### config.mk
export PLATFORM = sky130hd
export DESIGN_NAME = stepper_command_word_decoder
export DESIGN_NICKNAME = d
export VERILOG_FILES = /design/src/stepper_cmd_pkg.sv /design/src/stepper_cfg_check.sv /design/src/stepper_command_word_decoder.sv
export VERILOG_INCLUDE_DIRS = /design/src
export SDC_FILE = /design/constraint.sdc
export NUM_CORES = 1
export LEC_CHECK = 0
export ABC_AREA = 1
export CAP_MARGIN = 20
export CORE_AREA = 2 2 125 127
export CTS_BUF_LIST = sky130_fd_sc_hd__clkbuf_16
export CTS_CLUSTER_DIAMETER = 80
export DETAILED_ROUTE_END_ITERATION = 8
export DIE_AREA = 0 0 127 129
export DONT_BUFFER_PORTS = 1
export GPL_ROUTABILITY_DRIVEN = 0
export HOLD_SLACK_MARGIN = 0.02
export PLACE_DENSITY_LB_ADDON = 0.12
export SETUP_SLACK_MARGIN = 0.15
export SLEW_MARGIN = 10
export SYNTH_ARGS = -nofsm -noshare
export SYNTH_HDL_FRONTEND = slang
export SYNTH_SLANG_ARGS = --single-unit
### constraint.sdc
create_clock -name i_core_clk -period 3.1 [get_ports i_core_clk]
set_input_delay 0.465 -clock i_core_clk [delete_from_list [all_inputs] [get_ports i_core_clk]]
set_output_delay 0.465 -clock i_core_clk [all_outputs]
set_load 0.01 [all_outputs]
### src/stepper_cmd_params.svh
// Bit positions, limits and reset values of the command decoder
`ifndef STEPPER_CMD_PARAMS_SVH
`define STEPPER_CMD_PARAMS_SVH

// First command word
`define LOW_MODE_SEL        15
`define LOW_PRESET_ENC      14
`define LOW_RUN_PROFILE     13
`define LOW_READ_PROFILE    12
`define LOW_PROG_PROFILE    11
`define LOW_RESET_ERR       10
`define LOW_PRESET_POS      9
`define LOW_JOG_COUNTERCLOCKWISE_CMD         8
`define LOW_JOG_CW          7
`define LOW_HOME_CCW        6
`define LOW_HOME_CW         5
`define LOW_STOP            4
`define LOW_RESUME          3
`define LOW_HOLD            2
`define LOW_REL_MOVE        1
`define LOW_ABS_MOVE        0
// Commands that start motion and may wait for the sync event
`define MOVE_MASK           16'h21E3

// Second command word
`define HIGH_EN_DRIVER      15
`define HIGH_CLR_FAULT      10
`define HIGH_DWELL_TYPE     9
`define HIGH_REG_MOVE       7
`define HIGH_GEARING        6
`define HIGH_KEY2           5
`define HIGH_REV_BLEND      4
`define HIGH_KEY1           1
`define HIGH_KEY0           0

// Loop gain
`define GAIN_MIN            6'h01
`define GAIN_MAX            6'h28
`define GAIN_DEF            6'h05

// Motor current in tenths of an amp
`define CUR_MIN             8'h0A
`define CUR_MAX_LARGE       8'h3C
`define CUR_MAX_SMALL       8'h2D
`define CUR_RESET           8'h0A

// Input function codes
`define IN_FN_GP            3'h0
`define IN_FN_QUAD          3'h1
`define IN_FN_BAD           3'h7

`endif

### src/stepper_cmd_pkg.sv
// Types and shared helpers of the command decoder
package stepper_cmd_pkg;

    typedef struct packed {
        logic        invalid;
    } chk_state_t;

    typedef struct packed {
        logic [15:0] prev_low;
        logic [15:0] pending;
        logic        sync_ff1;
        logic        sync_ff2;
        logic        sync_prev;
        logic [14:0] pulse;
        logic        dwell;
        logic        ccw;
        logic        reg_move;
        logic        clr_fault;
        logic [15:0] dwell_ms;
        logic [31:0] preset_val;
        logic        done_flag;
        logic [5:0]  gain;
        logic [7:0]  motor_current;
        logic        cur_reject;
        logic [7:0]  idle_pend;
        logic        idle_pend_v;
        logic [7:0]  idle_cur;
        logic        cfg_ok;
        logic        enable;
        logic        gear;
        logic        cfg_err;
    } dec_state_t;

    function automatic logic in_range8(input logic [7:0] v,
                                       input logic [7:0] lo,
                                       input logic [7:0] hi);
        return (v >= lo) && (v <= hi);
    endfunction

endpackage

### src/stepper_cfg_check.sv
// Configuration validity checker of the command decoder
`timescale 1ns/1ns
`include "stepper_cmd_params.svh"

module stepper_cfg_check
    import stepper_cmd_pkg::*;
#(
    parameter bit SMALL_VARIANT = 1'b0
) (
    input  wire logic        i_core_clk,
    input  wire logic        i_sys_rst,
    input  wire logic [15:0] i_cfg_reserved,
    input  wire logic [5:0]  i_cfg_gain,
    input  wire logic [7:0]  i_cfg_current,
    input  wire logic [7:0]  i_cfg_idle,
    input  wire logic [2:0]  i_in1_func,
    input  wire logic [2:0]  i_in2_func,
    input  wire logic [2:0]  i_in3_func,
    input  wire logic        i_enc_en,
    input  wire logic [15:0] i_enc_res,
    input  wire logic        i_stall_en,
    output logic             o_invalid
);
    chk_state_t s;
    chk_state_t next_s;
    logic [7:0] cur_max;
    logic       dup;

    assign cur_max = SMALL_VARIANT ? `CUR_MAX_SMALL : `CUR_MAX_LARGE;

    // Duplicate function, general purpose excepted; A and B share a code
    always_comb begin
        dup = 1'b0;
        if (i_in1_func == i_in2_func && i_in1_func != `IN_FN_GP
            && i_in1_func != `IN_FN_QUAD)
            dup = 1'b1;
        if (i_in1_func == i_in3_func && i_in1_func != `IN_FN_GP)
            dup = 1'b1;
        if (i_in2_func == i_in3_func && i_in2_func != `IN_FN_GP)
            dup = 1'b1;
    end

    always_comb begin
        next_s = s;
        next_s.invalid =
            (|i_cfg_reserved)
            || !in_range8({2'b00, i_cfg_gain}, {2'b00, `GAIN_MIN},
                          {2'b00, `GAIN_MAX})
            || !in_range8(i_cfg_current, `CUR_MIN, cur_max)
            || (i_cfg_idle > i_cfg_current)
            || dup
            || (i_in3_func == `IN_FN_BAD)
            || (i_enc_en && (i_in1_func != `IN_FN_QUAD
                             || i_in2_func != `IN_FN_QUAD))
            || (i_enc_en && i_enc_res == 16'h0000)
            || (i_stall_en && !i_enc_en);
    end

    always_ff @(posedge i_core_clk) begin
        if (i_sys_rst) begin
            s <= '{invalid: 1'b1};
        end else begin
            s <= next_s;
        end
    end

    assign o_invalid = s.invalid;

    in3_pattern_a: assert property (
        @(posedge i_core_clk) disable iff (i_sys_rst)
        i_in3_func == `IN_FN_BAD |=> o_invalid)
        else $error("input 3 pattern 111 not flagged");

    stall_no_enc_a: assert property (
        @(posedge i_core_clk) disable iff (i_sys_rst)
        (i_stall_en && !i_enc_en) |=> o_invalid)
        else $error("stall watch without encoder not flagged");

endmodule // stepper_cfg_check

### src/stepper_command_word_decoder.sv
// Cyclic command word decoder of the networked stepper indexer
//
// Overview of operation
// - Loop gain 1 to 40, default 5.
// - New idle current applies after next move.
// - Current limited per variant; command value even.
// - Nonzero reserved configuration bit is invalid.
// - Out of range parameter is invalid.
// - Duplicate input function invalid, except general purpose or quadrature on inputs one, two.
// - Third input pattern 111 is invalid.
// - Encoder needs inputs one, two as quadrature.
// - Encoder needs nonzero counts per turn.
// - Stall watching needs encoder use.
// - Low-word commands act only on rising bit edges.
// - Two command words, then parameter words.
// - Mode select bit must be zero.
// - Bit 14 edge presets encoder position.
// - Bit 13 runs profile; type, direction qualifiers.
// - Dwell time taken from jerk word, milliseconds.
// - Bits 11, 12 program and read profile.
// - Bit 10 clears errors, done, optionally fault.
// - Bit 9 presets motor position, clears done.
// - Bit 8 jogs counter-clockwise, or registration.
// - Gearing follows only while a jog bit set.
// - Aligned mode holds move start for sync.
`timescale 1ns/1ns
`include "stepper_cmd_params.svh"

module stepper_command_word_decoder
    import stepper_cmd_pkg::*;
#(
    parameter bit SMALL_VARIANT = 1'b0,
    parameter int CUR_W         = 8
) (
    input  wire logic        i_core_clk,
    input  wire logic        i_sys_rst,
    input  wire logic        i_cmd_update,
    input  wire logic [15:0] i_command_word_low,
    input  wire logic [15:0] i_command_word_high,
    input  wire logic [31:0] i_position,
    input  wire logic [31:0] i_velocity,
    input  wire logic [15:0] i_accel,
    input  wire logic [15:0] i_decel,
    input  wire logic [15:0] i_motor_current,
    input  wire logic [15:0] i_jerk,
    input  wire logic        i_dist_clock_align,
    input  wire logic        i_sync0,
    input  wire logic        i_move_done,
    input  wire logic        i_cfg_load,
    input  wire logic [15:0] i_cfg_reserved,
    input  wire logic [5:0]  i_cfg_gain,
    input  wire logic [7:0]  i_cfg_current,
    input  wire logic [7:0]  i_cfg_idle,
    input  wire logic [2:0]  i_in1_func,
    input  wire logic [2:0]  i_in2_func,
    input  wire logic [2:0]  i_in3_func,
    input  wire logic        i_enc_en,
    input  wire logic [15:0] i_enc_res,
    input  wire logic        i_stall_en,
    output logic [14:0]      o_cmd_pulse,
    output logic             o_profile_dwell,
    output logic             o_profile_ccw,
    output logic             o_registration,
    output logic             o_clear_amp_fault,
    output logic [15:0]      o_dwell_ms,
    output logic [31:0]      o_preset_value,
    output logic             o_move_done,
    output logic [5:0]       o_gain,
    output logic [7:0]       o_motor_current,
    output logic             o_current_rejected,
    output logic [7:0]       o_idle_current,
    output logic             o_motor_enable,
    output logic             o_gear_follow,
    output logic             o_cfg_error
);
    if (CUR_W != 8) begin : g_bad_width
        $error("CUR_W must be 8");
    end

    dec_state_t s;
    dec_state_t next_s;
    logic        chk_invalid;
    logic [15:0] rise;
    logic [15:0] fire;
    logic [15:0] release_mv;
    logic        sync_rise;
    logic        key_set;
    logic        cur_ok;
    logic [7:0]  cur_max;

    stepper_cfg_check #(
        .SMALL_VARIANT (SMALL_VARIANT)
    ) u_cfg_check (
        .i_core_clk     (i_core_clk),
        .i_sys_rst      (i_sys_rst),
        .i_cfg_reserved (i_cfg_reserved),
        .i_cfg_gain     (i_cfg_gain),
        .i_cfg_current  (i_cfg_current),
        .i_cfg_idle     (i_cfg_idle),
        .i_in1_func     (i_in1_func),
        .i_in2_func     (i_in2_func),
        .i_in3_func     (i_in3_func),
        .i_enc_en       (i_enc_en),
        .i_enc_res      (i_enc_res),
        .i_stall_en     (i_stall_en),
        .o_invalid      (chk_invalid)
    );

    assign cur_max = SMALL_VARIANT ? `CUR_MAX_SMALL : `CUR_MAX_LARGE;

    always_comb begin
        next_s = s;
        next_s.pulse = '0;
        next_s.sync_ff1 = i_sync0;
        next_s.sync_ff2 = s.sync_ff1;
        next_s.sync_prev = s.sync_ff2;
        sync_rise = s.sync_ff2 & ~s.sync_prev;

        rise = i_command_word_low & ~s.prev_low;
        rise[`LOW_MODE_SEL] = 1'b0;
        fire = '0;
        if (i_cmd_update) begin
            next_s.prev_low = i_command_word_low;
            if (!i_command_word_low[`LOW_MODE_SEL])
                fire = rise;
        end

        // Qualifiers are caught with the edge that uses them
        if (|fire) begin
            next_s.dwell = i_command_word_high[`HIGH_DWELL_TYPE];
            next_s.ccw = i_command_word_high[`HIGH_REV_BLEND];
            next_s.dwell_ms = i_jerk;
            next_s.reg_move = i_command_word_high[`HIGH_REG_MOVE];
            next_s.preset_val = i_position;
            next_s.clr_fault = fire[`LOW_RESET_ERR]
                & i_command_word_high[`HIGH_CLR_FAULT];
        end

        // Motion starts wait for the sync edge when aligned
        release_mv = '0;
        if (i_dist_clock_align) begin
            if (sync_rise) begin
                release_mv = s.pending;
                next_s.pending = fire & `MOVE_MASK;
            end else begin
                next_s.pending = s.pending | (fire & `MOVE_MASK);
            end
        end else begin
            release_mv = s.pending | (fire & `MOVE_MASK);
            next_s.pending = '0;
        end
        // Profile program/read bits 11 and 12 pass straight through
        next_s.pulse = release_mv[14:0]
            | (fire[14:0] & ~(15'(`MOVE_MASK)));

        // Done flag: a completing move wins over a clear
        next_s.done_flag = (s.done_flag & ~fire[`LOW_RESET_ERR]
            & ~fire[`LOW_PRESET_POS]) | i_move_done;

        // On the fly current change through the key pattern
        key_set = i_cmd_update && !i_command_word_low[`LOW_MODE_SEL]
            && i_command_word_high[`HIGH_KEY2]
            && !i_command_word_high[`HIGH_KEY1]
            && i_command_word_high[`HIGH_KEY0];
        cur_ok = (i_motor_current[15:8] == 8'h00)
            && !i_motor_current[0]
            && in_range8(i_motor_current[7:0], `CUR_MIN, cur_max);
        if (fire[`LOW_RESET_ERR])
            next_s.cur_reject = 1'b0;
        if (key_set) begin
            if (cur_ok)
                next_s.motor_current = i_motor_current[7:0];
            else
                next_s.cur_reject = 1'b1;
        end

        // Idle current waits for the first completed move
        if (i_move_done && s.idle_pend_v) begin
            next_s.idle_cur = s.idle_pend;
            next_s.idle_pend_v = 1'b0;
        end
        if (i_cfg_load && !chk_invalid) begin
            next_s.gain = i_cfg_gain;
            next_s.motor_current = i_cfg_current;
            next_s.idle_pend = i_cfg_idle;
            next_s.idle_pend_v = 1'b1;
            next_s.cfg_ok = 1'b1;
        end else if (i_cfg_load) begin
            next_s.cfg_ok = 1'b0;
        end

        next_s.cfg_err = chk_invalid;
        next_s.enable = i_command_word_high[`HIGH_EN_DRIVER]
            && next_s.cfg_ok && !chk_invalid;
        next_s.gear = i_command_word_high[`HIGH_GEARING]
            && (i_command_word_low[`LOW_JOG_CW]
                || i_command_word_low[`LOW_JOG_COUNTERCLOCKWISE_CMD]);
    end

    always_ff @(posedge i_core_clk) begin
        if (i_sys_rst) begin
            s <= '0;
            s.gain <= `GAIN_DEF;
            s.motor_current <= `CUR_RESET;
            s.idle_cur <= `CUR_RESET;
            s.idle_pend <= `CUR_RESET;
            s.cfg_err <= 1'b1;
        end else begin
            s <= next_s;
        end
    end

    assign o_cmd_pulse        = s.pulse;
    assign o_profile_dwell    = s.dwell;
    assign o_profile_ccw      = s.ccw;
    assign o_registration     = s.reg_move;
    assign o_clear_amp_fault  = s.clr_fault;
    assign o_dwell_ms         = s.dwell_ms;
    assign o_preset_value     = s.preset_val;
    assign o_move_done        = s.done_flag;
    assign o_gain             = s.gain;
    assign o_motor_current    = s.motor_current;
    assign o_current_rejected = s.cur_reject;
    assign o_idle_current     = s.idle_cur;
    assign o_motor_enable     = s.enable;
    assign o_gear_follow      = s.gear;
    assign o_cfg_error        = s.cfg_err;

    gain_default_a: assert property (
        @(posedge i_core_clk) disable iff (i_sys_rst)
        $past(i_sys_rst) |-> o_gain == `GAIN_DEF)
        else $error("gain not at default after reset");

    idle_apply_a: assert property (
        @(posedge i_core_clk) disable iff (i_sys_rst)
        (i_move_done && s.idle_pend_v && !i_cfg_load)
        |=> o_idle_current == $past(s.idle_pend))
        else $error("idle current not applied at move end");

    odd_current_a: assert property (
        @(posedge i_core_clk) disable iff (i_sys_rst)
        (key_set && i_motor_current[0] && !i_cfg_load)
        |=> $stable(o_motor_current) && o_current_rejected)
        else $error("odd motor current accepted");

    edge_only_a: assert property (
        @(posedge i_core_clk) disable iff (i_sys_rst)
        (i_cmd_update && s.prev_low[`LOW_RESET_ERR]
         && i_command_word_low[`LOW_RESET_ERR])
        |=> !o_cmd_pulse[`LOW_RESET_ERR])
        else $error("command acted on a held level");

    mode_block_a: assert property (
        @(posedge i_core_clk) disable iff (i_sys_rst)
        (i_cmd_update && i_command_word_low[`LOW_MODE_SEL])
        |=> (o_cmd_pulse & ~(15'(`MOVE_MASK))) == 15'h0000)
        else $error("command acted on outside command mode");

    enc_preset_a: assert property (
        @(posedge i_core_clk) disable iff (i_sys_rst)
        fire[`LOW_PRESET_ENC] |=> o_cmd_pulse[`LOW_PRESET_ENC]
            && o_preset_value == $past(i_position))
        else $error("encoder preset missing or wrong value");

    done_clear_a: assert property (
        @(posedge i_core_clk) disable iff (i_sys_rst)
        (fire[`LOW_PRESET_POS] && !i_move_done) |=> !o_move_done)
        else $error("position preset did not clear done");

    sync_hold_a: assert property (
        @(posedge i_core_clk) disable iff (i_sys_rst)
        (i_dist_clock_align && !sync_rise)
        |=> (o_cmd_pulse & 15'(`MOVE_MASK)) == 15'h0000)
        else $error("aligned move started without sync edge");

    enable_block_a: assert property (
        @(posedge i_core_clk) disable iff (i_sys_rst)
        o_cfg_error |-> !o_motor_enable)
        else $error("motor enabled with invalid configuration");

    gear_gate_a: assert property (
        @(posedge i_core_clk) disable iff (i_sys_rst)
        o_gear_follow |-> $past(i_command_word_low[`LOW_JOG_CW]
            || i_command_word_low[`LOW_JOG_COUNTERCLOCKWISE_CMD]))
        else $error("gearing follows without a jog bit");

    reset_err_clr_a: assert property (
        @(posedge i_core_clk) disable iff (i_sys_rst)
        (fire[`LOW_RESET_ERR] && !i_move_done)
        |=> !o_move_done && o_clear_amp_fault
            == $past(i_command_word_high[`HIGH_CLR_FAULT]))
        else $error("reset errors did not clear done or fault");

    jog_reg_a: assert property (
        @(posedge i_core_clk) disable iff (i_sys_rst)
        (fire[`LOW_JOG_COUNTERCLOCKWISE_CMD] && !i_dist_clock_align)
        |=> o_cmd_pulse[`LOW_JOG_COUNTERCLOCKWISE_CMD]
            && o_registration == $past(i_command_word_high[`HIGH_REG_MOVE]))
        else $error("counter-clockwise jog missing or wrong type");

endmodule // stepper_command_word_decoder

## After elaboration in Yosys (flattened, before gate mapping)

Index checks and enable logic that the tools add are counted.

| word-level totals | value |
|---|---|
| register bits | 139 |
| output and inout bits | 94 |
| logic and storage cells | 118 |

| operators by class | value |
|---|---|
| magnitude comparators | 7 |
| equal/unequal tests | 6 |
| mux-type cells | 17 |
| bitwise logic cells | 13 |
| reduce and logical (&&, ||, !) cells | 50 |

Operators with widths:

| cell | count |
|---|---|
| two-way mux 15 bit | 3 |
| OR reduction 16 bit | 2 |
| logical AND 1 bit | 21 |
| two-way mux 9 bit | 2 |
| >= comparator 8 x 4 -> 1 bit, second input constant | 2 |
| less-or-equal comparator 8 x 6 -> 1 bit, second input constant | 2 |
| logical NOT 16 bit | 1 |
| two-way mux 16 bit | 1 |
| two-way mux 8 bit | 2 |
| bitwise OR 16 x 14 -> 16 bit | 1 |
| AND 15 bit | 1 |
| inverter 15 bit | 1 |
| bitwise OR 15 bit | 1 |
| two-way mux 14 bit | 1 |
| logical OR 1 bit | 10 |
| equality test 3 bit | 3 |
| greater-than comparator 8 bit | 1 |
| logical NOT 8 bit | 1 |
| two-way mux 1 bit | 8 |
| logical NOT 1 bit | 7 |
| >= comparator 6 x 1 -> 1 bit, second input constant | 1 |
| less-or-equal comparator 6 bit, second input constant | 1 |
| != test 3 x 1 -> 1 bit, second input constant | 2 |
| nonzero test 2 bit | 3 |
| 8 further kinds | 15 |

## Logic depth before layout (Yosys ltp)

Gate-level depths: netlist of run 1.

| depth | value |
|---|---|
| depth in word-level cells | 11 |
| depth in mapped cells | 12 |
| depth with buffers taken out | 10 |

## Cells and area by module

Synthesis of run 1 repeated with hierarchy kept, for this count alone.

| unflattened totals | value |
|---|---|
| cells, all modules | 997 |
| area, all modules | 6588.8 um2 |

Modules (own cells, without submodules):

| module | instances | cells an instance | area each (um2) | seq. area each (um2) |
|---|---|---|---|---|
| stepper_command_word_decoder | 1 | 859 | 5935.7 | 2582.5 |
| stepper_cfg_check | 1 | 138 | 653.1 | 20.0 |

## Worst setup path after synthesis of run 1

Ideal clock, no wire load.

| path | value |
|---|---|
| path kind | input to register |
| start | input i_cmd_update |
| end | register s, in the netlist o_dwell_ms[13] |
| setup time | 0.113 ns |
| arrival | 1.518 ns |
| required time | 2.987 ns |
| setup slack | 1.469 ns |
| stages | 11 |
| path buffers | 3 |
| path through | buf_6 -> inv_6 -> nor2_2 -> buf_6 -> nand2_1 -> nand3_2 -> nor2_4 -> buf_2 -> nand3_1 -> nand2_1 -> nor2_1 |

| on the way | value |
|---|---|
| word-level cells in the longest chain between the ends | 2 |

RTL lines:

| what | line | RTL |
|---|---|---|
| start, declared | stepper_command_word_decoder.sv:37 | `input wire logic i_cmd_update,` |
| two-way mux 16 bit | stepper_command_word_decoder.sv:122 | `if (i_cmd_update) begin` |
| OR reduction 16 bit | stepper_command_word_decoder.sv:129 | `if (\|fire) begin` |
| end signal, assigned | stepper_command_word_decoder.sv:209 | `s <= next_s;` |
| end, declared | stepper_command_word_decoder.sv:80 | `dec_state_t s;` |

Every way passes these cells.
A chain may end at the register's enable or synchronous reset.

## Final worst setup path of run 1

| path | value |
|---|---|
| start | register s[136] in the netlist's numbering |
| end | register s, in the netlist o_dwell_ms[0] |

| on the way | value |
|---|---|
| word-level cells in the longest chain between the ends | 5 |

RTL lines:

| what | line | RTL |
|---|---|---|
| inverter 15 bit | stepper_command_word_decoder.sv:119 | `rise = i_command_word_low & ~s.prev_low;` |
| AND 15 bit | stepper_command_word_decoder.sv:119 |  |
| two-way mux 15 bit | stepper_command_word_decoder.sv:124 | `` if (!i_command_word_low[`LOW_MODE_SEL]) `` |
| two-way mux 16 bit | stepper_command_word_decoder.sv:122 |  |
| OR reduction 16 bit | stepper_command_word_decoder.sv:129 |  |

Every way passes these cells.

==> run_results.csv, run 1 <==
group,metric,value,unit
timing,fin_crit_sh,0.606,
hold_path,hold_path.class,"primary input to register",
routing,detail_route.vias_per_cell,4.90,
setup_path,setup.worst_path.start_class,"register",
clock_network,buffers_from_clock_root_to_sink_at_most,2,
setup_path,critical_path_required,3.40,ns
clock_network,cts_hold_buffers,0,
timing,report.final.slew_viol_count,0,
logic_synthesis,synth_warnings,0,
clock_network,clock-root-buffer,"clkbuf_16",
logic_synthesis,synth_sequential_area_ratio,0.397,
global_route,pin_count_of_the_biggest_net_entering_global_routing,59,
logic_synthesis,yosys_register_bits,130,
die,area_inside_the_core_boundary,15000,sq um
routing,drt_drc,0,
finish,finish.net_count,1107,
power,total_power,4.21,mW
timing,setup_violations,0,
logic_synthesis,synth_area,6550,sq um
routing,antenna_left,0,
finish,layout.cells.non_filler,1068,
clock_network,clk_transition_reported_paths,0.06,ns
setup_path,type_of_destination_of_the_critical_path,"register",
clock_network,cts_inserted_buffers,17,
routing,route.vias.total,5234,
power,power_density,641,nW/um^2
placed_design,port-buffer-count,0,
setup_path,crit_type,"register to register",
finish,layout-drive-gt1-share,0.0557,
die,height_of_the_die,129,um
timing,rsz0062_at_grt,"no",
placed_design,placedCellCount,1036,
timing,post-route-min-period,1.88,ns
clock_network,cts-htree-levels,4,
clock_network,total_setup_buffers_inserted_after_cts,0,
global_route,overflow,0,
finish,fin_area,6560,sq um
placed_design,worst_setup_slack_before_clock_tree_synthesis,0.825,ns
timing,hold_violations,0,
setup_path,critical_path_buf_inv_count,1,
finish,number_of_inserted_diodes,0,
global_route,grt_pass1_wl,25100,um
flow_run,max_cap_violations,0,
setup_path,worst_path_max_stage_delay,0.54,ns
global_route,antenna_found_initial,0,
die,num_rows,45,
clock_network,post_cts_resized,0,
timing,fmax,532,MHz
timing,tns_setup,0,ns
setup_path,critical_path.max_fanout,24,
die,die_x,127,um
logic_synthesis,syn_inst,964,
routing,finalWirelength,16000,um
logic_synthesis,dominant_register_cell_in_the_synthesized_netlist,"dfxtp_1",
logic_synthesis,synth_cell_types,33,
clock_network,clk-insertion-delay-late,0.41,ns
timing,normalized_max_slew_margin,0.360,
global_route,aggregate_global_route_resource_usage,0.196,
setup_path,worstPathCellList,"nor2_1, o21ai_0, nand2_1, nor2_4, buf_4, nand3_1, nand2_1, nor2_1",
finish,finish.utilization,0.438,
logic_synthesis,synthesis.nets,1204,
finish,layout-area-overhead-vs-synth,0.172,%
global_route,vias_in_the_first_global_route,5007,
placed_design,post_dp_cell_area,6010,sq um
die,boundaryPins,326,
power,peakVddDrop,383,uV
timing,worst_pin_slew,0.959,ns
logic_synthesis,synthesis.area_per_instance,6.79,sq um
placed_design,hpwlAfterDp,11900,um
setup_path,timing.critical_path.slowest_stage_cell,"nor2_4",
setup_path,critical-path-top-delay-family,"simple AND/OR/NAND/NOR gates",
setup_path,worst-endpoint-arrival,2.18,ns
die,fp.dieArea,16400,sq um
timing,final.hold.worst_slack,0.127,ns
die,initial_utilization,0.437,
clock_network,clock-sinks,130,
routing,detail_route.iter0.violations,225,
logic_synthesis,synth-edff-count,0,
timing,clock_skew,0.00828,ns
power,power.leakage,3.06,nW
clock_network,cts_tree,"built",
outcome,run_status,"completed",
logic_synthesis,async_flop_share,0,
routing,drt_first_pass_iters,5,
timing,finalWorstSetupSlack,1.22,ns
routing,wl_per_cell,15.0,um
[power breakdown]
| group | switching, mW | internal [mW] |
|---|---|---|
| Combinational | 0.301 | 0.159 |
| Clock | 0.717 | 1.16 |
| Sequential | 0.0995 | 1.77 |
| Total | 1.12 | 3.09 |
[area by class of cell]
class / instances / area (sq um)
fillers: 1574 / 8420
multi-input cells: 584 / 2620
flip-flops and latches: 130 / 2600
inverters: 127 / 482
clock buffers: 17 / 425
well taps: 188 / 235
clock inverters: 15 / 128
repair buffers: 7 / 65.1
[state kept, by name, indices dropped and copies added (netlist names)]
signal	flops
o_motor_current	8
o_profile_ccw	1
o_clear_amp_fault	1
o_gain	6
o_registration	1
o_move_done	1
o_motor_enable	1
o_dwell_ms	16
o_cfg_error	1
o_cmd_pulse	15
o_gear_follow	1
o_current_rejected	1
s	33
u_cfg_check.o_invalid	1
o_profile_dwell	1
o_preset_value	32
o_idle_current	8
next_s	2
[cells by family (layout without fill, tap and decap cells)]
family / after synthesis / count (layout) / synth area share
AO/OA/AOI/OAI: 96 / 96 / 0.0745
flip-flops: 130 / 130 / 0.397
AND/OR/NAND/NOR: 474 / 474 / 0.302
buffers and inverters: 250 / 166 / 0.203
adder cells (fa/ha/maj): 8 / 8 / 0.0153
XOR/XNOR: 6 / 6 / 0.00802
[layer usage]
layer,share of wire,GRT usage,wire length [um],vias to the layer above
met5,0,0,0,-
met4,0.017,0.0724,265,0
met3,0.087,0.0715,1390,16
met2,0.49,0.338,7870,213
met1,0.40,0.222,6460,2312
li1,-,-,-,2693
[synthesized netlist by cell type, types with 2 or more instances]
cell	n	area, sq um
buf_6	7	78.8
buf_4	85	638
dfxtp_1	130	2600
nand3_2	2	20.0
nand4_1	7	43.8
inv_2	5	18.8
inv_1	120	450
nor2_2	2	12.5
buf_1	2	7.51
a21oi_1	43	215
buf_2	11	55.1
nor3_1	2	10.0
o21ai_0	49	245
nand3_1	87	435
ha_1	8	100
xnor2_1	2	17.5
xor2_1	4	35.0
nand2_1	154	578
clkbuf_1	18	67.6
nor2_1	213	800
[worst paths after layout]
check | end | from | cells past startpoint | slack [ns]
worst max register to register | o_dwell_ms[0] | s[136] | 8 | 1.22
worst max-delay path | o_dwell_ms[0] | s[136] | 8 | 1.22
worst min-delay path | o_current_rejected | i_sys_rst | 1 | 0.13
worst min register to register | next_s[104] | next_s[105] | 2 | 0.42
[worst register-to-register path, stage by stage (launching register included)]
cell and delay (ns):
dfxtp_1 0.32, nor2_1 0.08, o21ai_0 0.18, nand2_1 0.11, nor2_4 0.54, buf_4 0.30, nand3_1 0.09, nand2_1 0.09
nor2_1 0.06
[layout by cell type (no fill, tap or decap)]
cell,n
nor2_1,213
inv_1,123
clkinv_2,5
o21bai_1,1
ha_1,8
nor2_2,1
nor3b_1,1
o21ai_0,49
a21oi_1,43
clkinvlp_4,2
o21ai_1,1
buf_12,1
nand2_2,1
xnor2_1,2
nor2_4,2
inv_2,5
and2_1,1
o21a_1,1
nand3_2,2
o211ai_1,1
nand4_1,7
xor2_1,4
buf_4,6
nand2_4,1
dfxtp_1,130
nand3_1,87
nor3_1,2
bufinv_16,2
nor2_8,1
inv_6,1
clkinv_1,3
nand2_1,154
clkbuf_16,17
clkinv_4,1
nor3_4,1
Power figures use the tool's default switching activity.
==> run 2, diff against run 1 <==
- clock period: 3.1 -> 1.9 ns (I/O delays scaled with it)
==> run_results.csv, run 2 (same netlist as run 1, synthesis figures left out) <==
group,metric,value,unit
routing,detail_route.iter0.violations,315,
timing,tns_setup,0,ns
timing,clock_skew,0.00677,ns
setup_path,setup.worst_path.start_class,"register",
clock_network,clk_transition_reported_paths,0.06,ns
outcome,run_status,"completed",
setup_path,critical_path_required,2.21,ns
finish,finish.utilization,0.499,
finish,finish.net_count,1187,
setup_path,worst_path_max_stage_delay,0.30,ns
placed_design,post_dp_cell_area,6110,sq um
finish,number_of_inserted_diodes,0,
setup_path,worst-endpoint-arrival,1.86,ns
finish,largest_reg_flops,33,
global_route,pin_count_of_the_biggest_net_entering_global_routing,57,
hold_path,hold_path.class,"primary input to register",
power,power_density,1000,nW/um^2
timing,setup_violations,0,
die,boundaryPins,326,
timing,fin_crit_sh,0.818,
finish,most_flops_register,"s",
placed_design,port-buffer-count,0,
setup_path,crit_top_cell,"nor2_1",
global_route,aggregate_global_route_resource_usage,0.205,
routing,antenna_left,0,
routing,finalWirelength,17600,um
clock_network,clock-sinks,130,
clock_network,cts_inserted_buffers,17,
setup_path,critical_path.max_fanout,7,
clock_network,clk-insertion-delay-late,0.42,ns
clock_network,cts_tree,"built",
routing,drt_drc,0,
global_route,overflow,0,
placed_design,hpwlAfterDp,11900,um
die,initial_utilization,0.437,
finish,fin_area,7480,sq um
setup_path,critical-path-top-delay-family,"simple AND/OR/NAND/NOR gates",
setup_path,timing.critical_path.slowest_stage_cell,"dfxtp_1",
setup_path,worstPathCellList,"inv_1, nand2_1, nor2_1, clkinv_1, nand2_1, nor2_1, nand2_2, nor2_4, buf_4, nor2_1, nor2_1",
setup_path,type_of_destination_of_the_critical_path,"register",
finish,final_common_cell,"nor2_1",
routing,route.vias.total,5592,
die,die_x,127,um
die,area_inside_the_core_boundary,15000,sq um
clock_network,buffers_from_clock_root_to_sink_at_most,2,
finish,layout-area-overhead-vs-synth,14.2,%
setup_path,crit_type,"register to register",
routing,detail_route.vias_per_cell,4.88,
die,num_rows,45,
timing,worst_pin_slew,0.608,ns
flow_run,max_cap_violations,0,
finish,layout_common_cells,"nor2_1 (213), nand2_1 (153), dfxtp_1 (130)",
global_route,antenna_found_initial,0,
setup_path,critical_path_buf_inv_count,3,
clock_network,cts-htree-levels,4,
timing,post-route-min-period,1.55,ns
routing,wl_per_cell,15.4,um
global_route,vias_in_the_first_global_route,5391,
timing,hold_violations,0,
die,height_of_the_die,129,um
timing,fmax,644,MHz
finish,layout.cells.non_filler,1147,
timing,normalized_max_slew_margin,0.593,
routing,drt_first_pass_iters,6,
timing,rsz0062_at_grt,"no",
placed_design,placedCellCount,1043,
power,power.leakage,3.46,nW
clock_network,clock-root-buffer,"clkbuf_16",
timing,report.final.slew_viol_count,0,
global_route,grt_pass1_wl,26200,um
die,fp.dieArea,16400,sq um
finish,layout-drive-gt1-share,0.0699,
power,peakVddDrop,692,uV
run 2: cell type report:
type	count	area [sq um]
Inverter	127	482
Fill cell	1532	7500
Clock buffer	17	425
Timing Repair Buffer	84	876
Multi-Input combinational cell	587	2660
Tap cell	188	235
Sequential cell	130	2600
Clock inverter	14	198
run 2: power breakdown:
part | leakage, nW | switching [mW] | internal [mW]
registers | 1.07 | 0.167 | 2.89
logic | 2.08 | 0.578 | 0.406
clock network | 0.306 | 1.18 | 2.29
total | 3.46 | 1.92 | 5.59
run 2: per-stage QoR:
stage / hold WS, ns / setup slack [ns] / power, mW
final: 0.0342 / 0.346 / 7.51
after global routing: 0.0306 / 0.192 / 7.84
after CTS: 0.0201 / 0.137 / 7.50
after detailed placement: 0.361 / 0.0539 / 3.89
after global placement: 0.359 / 0.111 / 3.86
after floorplan: 0.388 / 0.449 / 3.89
run 2: per-layer routing:
layer	wire length, um	share of wire	GRT usage	up-vias
met4	391	0.022	0.0814	0
li1	-	-	-	2856
met3	1440	0.082	0.0728	27
met2	8910	0.51	0.364	229
met5	0	0	0	-
met1	6870	0.39	0.223	2480
run 2: worst paths after layout:
kind,from,end,slack [ns],depth (start not counted)
worst max-delay path,s[128],o_preset_value[23],0.35,11
worst min-delay path,i_position[3],o_preset_value[3],0.03,2
worst max register to register,s[128],o_preset_value[23],0.35,11
worst min register to register,next_s[105],next_s[104],0.41,2
run 2: worst register-to-register path: cells and delay by family, from the launching register on:
kind          cells  cell delay, ns
buf+inv           3            0.34
simple gates      8            0.82
flops             1            0.30
run 2: repair_timing:
item                                    4_1_cts  5_1_grt
endpoints found under the hold margin        76        0
cloned                                        0        3
hold buffers                                 63        0
pin swaps                                     0        4
endpoints found under the setup margin        2       52
buffers inserted                              0        7
gates resized for setup                       0        2
==> run 3, diff against run 2 <==
- ABC_AREA: 1 -> 0
- clock period: 1.9 -> 1.45 ns (I/O delays scaled with it)
==> run_results.csv, run 3 <==
group,metric,value,unit
outcome,run_status,"complete, but fails checks",
outcome,failed_checks,"negative hold slack, negative setup slack",
global_route,grt_pass1_wl,20600,um
routing,detail_route.vias_per_cell,5.08,
global_route,overflow,0,
placed_design,worst_setup_slack_before_clock_tree_synthesis,-0.301,ns
routing,detail_route.iter0.violations,177,
die,initial_utilization,0.390,
timing,tns_setup,-13.04,ns
die,boundaryPins,326,
timing,rsz0062_at_grt,"yes",
clock_network,cts-htree-levels,4,
global_route,aggregate_global_route_resource_usage,0.163,
timing,post-route-min-period,1.73,ns
finish,largest_reg_flops,33,
clock_network,clk-insertion-delay-late,0.41,ns
finish,layout-area-overhead-vs-synth,12.2,%
finish,final_common_cell,"dfxtp_1",
routing,wl_per_cell,17.8,um
power,netSwitchingPower,1.87,mW
logic_synthesis,synth-edff-count,0,
die,fp.dieArea,16400,sq um
logic_synthesis,syn_inst,647,
timing,hold_violations,87,
flow_run,max_cap_violations,0,
global_route,antenna_found_initial,0,
logic_synthesis,synthMostInstantiatedCell,"dfxtp_1",
power,power.share.combinational,0.069,
power,power.sequential.fraction,0.454,
clock_network,buffers_from_clock_root_to_sink_at_most,2,
power,power.leakage,2.61,nW
routing,finalWirelength,14400,um
setup_path,critical_path_required,1.74,ns
clock_network,clock-root-buffer,"clkbuf_16",
timing,worst_pin_slew,0.468,ns
setup_path,critical_path.max_fanout,7,
logic_synthesis,synthesis.nets,887,
routing,route.vias.total,4113,
placed_design,hpwlAfterDp,9770,um
setup_path,worst-endpoint-arrival,2.03,ns
setup_path,crit_type,"register to register",
timing,normalized_max_slew_margin,0.687,
setup_path,type_of_destination_of_the_critical_path,"register",
die,die_x,127,um
logic_synthesis,yosys_register_bits,130,
logic_synthesis,leading_post_synthesis_cells_by_cell_area,"dfxtp_1 (45%), mux2i_1 (11%), buf_4 (11%), nor2_1 (6.2%), nand2_1 (3.3%)",
global_route,vias_in_the_first_global_route,3992,
logic_synthesis,synth_cell_types,45,
timing,fmax,577,MHz
timing,setup_violations,52,
clock_network,cts_tree,"built",
clock_network,clock-sinks,130,
power,relative_contribution_of_the_clock_network_to_total_power,0.477,
clock_network,clk_transition_reported_paths,0.06,ns
timing,fin_crit_sh,1.20,
finish,layout-drive-gt1-share,0.137,
placed_design,port-buffer-count,0,
logic_synthesis,synth_common_cells,"dfxtp_1 (130), nor2_1 (97), buf_4 (86), mux2i_1 (66), nand2_1 (52)",
timing,clock_skew,0.00798,ns
finish,number_of_inserted_diodes,0,
power,peakVddDrop,697,uV
logic_synthesis,synth.top_cell.area_share,0.446,
global_route,pin_count_of_the_biggest_net_entering_global_routing,116,
timing,report.final.slew_viol_count,0,
finish,fin_area,6550,sq um
routing,drt_drc,0,
finish,layout_common_cells,"dfxtp_1 (126), nor2_1 (96), mux2i_1 (66)",
routing,drt_first_pass_iters,4,
die,height_of_the_die,129,um
power,power_switching_share,0.223,
logic_synthesis,synthesis.area_per_instance,9.02,sq um
logic_synthesis,synthDominantAreaCellType,"dfxtp_1",
logic_synthesis,synth_warnings,0,
power,power_density,1280,nW/um^2
placed_design,post_dp_cell_area,5530,sq um
power,internal-power,6.51,mW
routing,antenna_left,0,
logic_synthesis,dominant_register_cell_in_the_synthesized_netlist,"dfxtp_1",
clock_network,cts_inserted_buffers,17,
die,area_inside_the_core_boundary,15000,sq um
hold_path,hold_path.class,"primary input to register",
setup_path,setup.worst_path.start_class,"register",
logic_synthesis,synth_area,5840,sq um
finish,finish.net_count,849,
timing,final.hold.worst_slack,-0.107,ns
logic_synthesis,synth_sequential_area_ratio,0.446,
timing,finalWorstSetupSlack,-0.284,ns
die,num_rows,45,
logic_synthesis,async_flop_share,0,
finish,most_flops_register,"s",
-- run 3: cell type report --
class,count,area [sq um]
Fill cell,1471,8430
Inverter,13,48.8
Timing Repair Buffer,59,619
Sequential cell,130,2610
Tap cell,188,235
Clock buffer,17,425
Clock inverter,15,129
Multi-Input combinational cell,388,2490
-- run 3: final timing paths --
path,slack [ns],cells after the start,to,start
worst max-delay path,-0.28,9,o_dwell_ms[15],s[134]
worst min register to register,0.45,2,o_idle_current[6],s[19]
worst max register to register,-0.28,9,o_dwell_ms[15],s[134]
worst min-delay path,-0.11,1,s[3],i_sys_rst
-- run 3: repair_timing --
| action | 4_1_cts | 5_1_grt |
|---|---|---|
| pin swaps | 0 | 2 |
| hold buffers | 26 | 4 |
| setup buffers | 0 | 3 |
| hold endpoints to repair | 112 | 87 |
| endpoints found under the setup margin | 52 | 56 |
| gates resized for setup | 5 | 11 |
| cloned | 0 | 4 |
-- run 3: logic make-up after synthesis --
group / count (synthesis) / share of synthesized area
DFF: 130 / 0.446
buffers and inverters: 129 / 0.146
and+or+nand+nor: 246 / 0.204
xor gates and xnor gates: 6 / 0.00900
muxes: 66 / 0.113
AOI/OAI and AO/OA: 62 / 0.0643
adders and majority gates: 8 / 0.0171
-- run 3: power groups by stage --
stage	Combinational (mW)	Clock, mW	Sequential [mW]
after floorplan	0.561	0	3.81
after global placement	0.441	0	3.88
after detailed placement	0.455	0	3.88
after CTS	0.521	4.12	3.80
after global routing	0.636	4.28	3.81
final	0.574	4.00	3.80
-- run 3: per-layer routing --
layer | GRT usage | part of all wire | up-vias
li1 | - | - | 2030
met1 | 0.181 | 0.40 | 1897
met2 | 0.277 | 0.50 | 176
met3 | 0.0765 | 0.093 | 10
met4 | 0.0575 | 0.011 | 0
met5 | 0 | 0 | -
-- run 3: critical path: stages, from the launching register on --
cell and delay (ns):
dfxtp_2 0.33, nand2b_4 0.12, nand4b_1 0.12, a2111oi_2 0.22
buf_4 0.18, a31oi_4 0.11, buf_12 0.17, clkbuf_16 0.17
mux2i_1 0.15, nor2_1 0.05
-- run 3: stage by stage --
stage                     utilization  hold WS (ns)  power (mW)  std cells
after floorplan                     -         0.335        4.37        647
after global placement          0.369         0.297        4.32        742
after detailed placement        0.369         0.295        4.33        742
after CTS                       0.426        -0.142        8.44        800
after global routing            0.437        -0.124        8.73        810
final                           0.437        -0.107        8.37        810
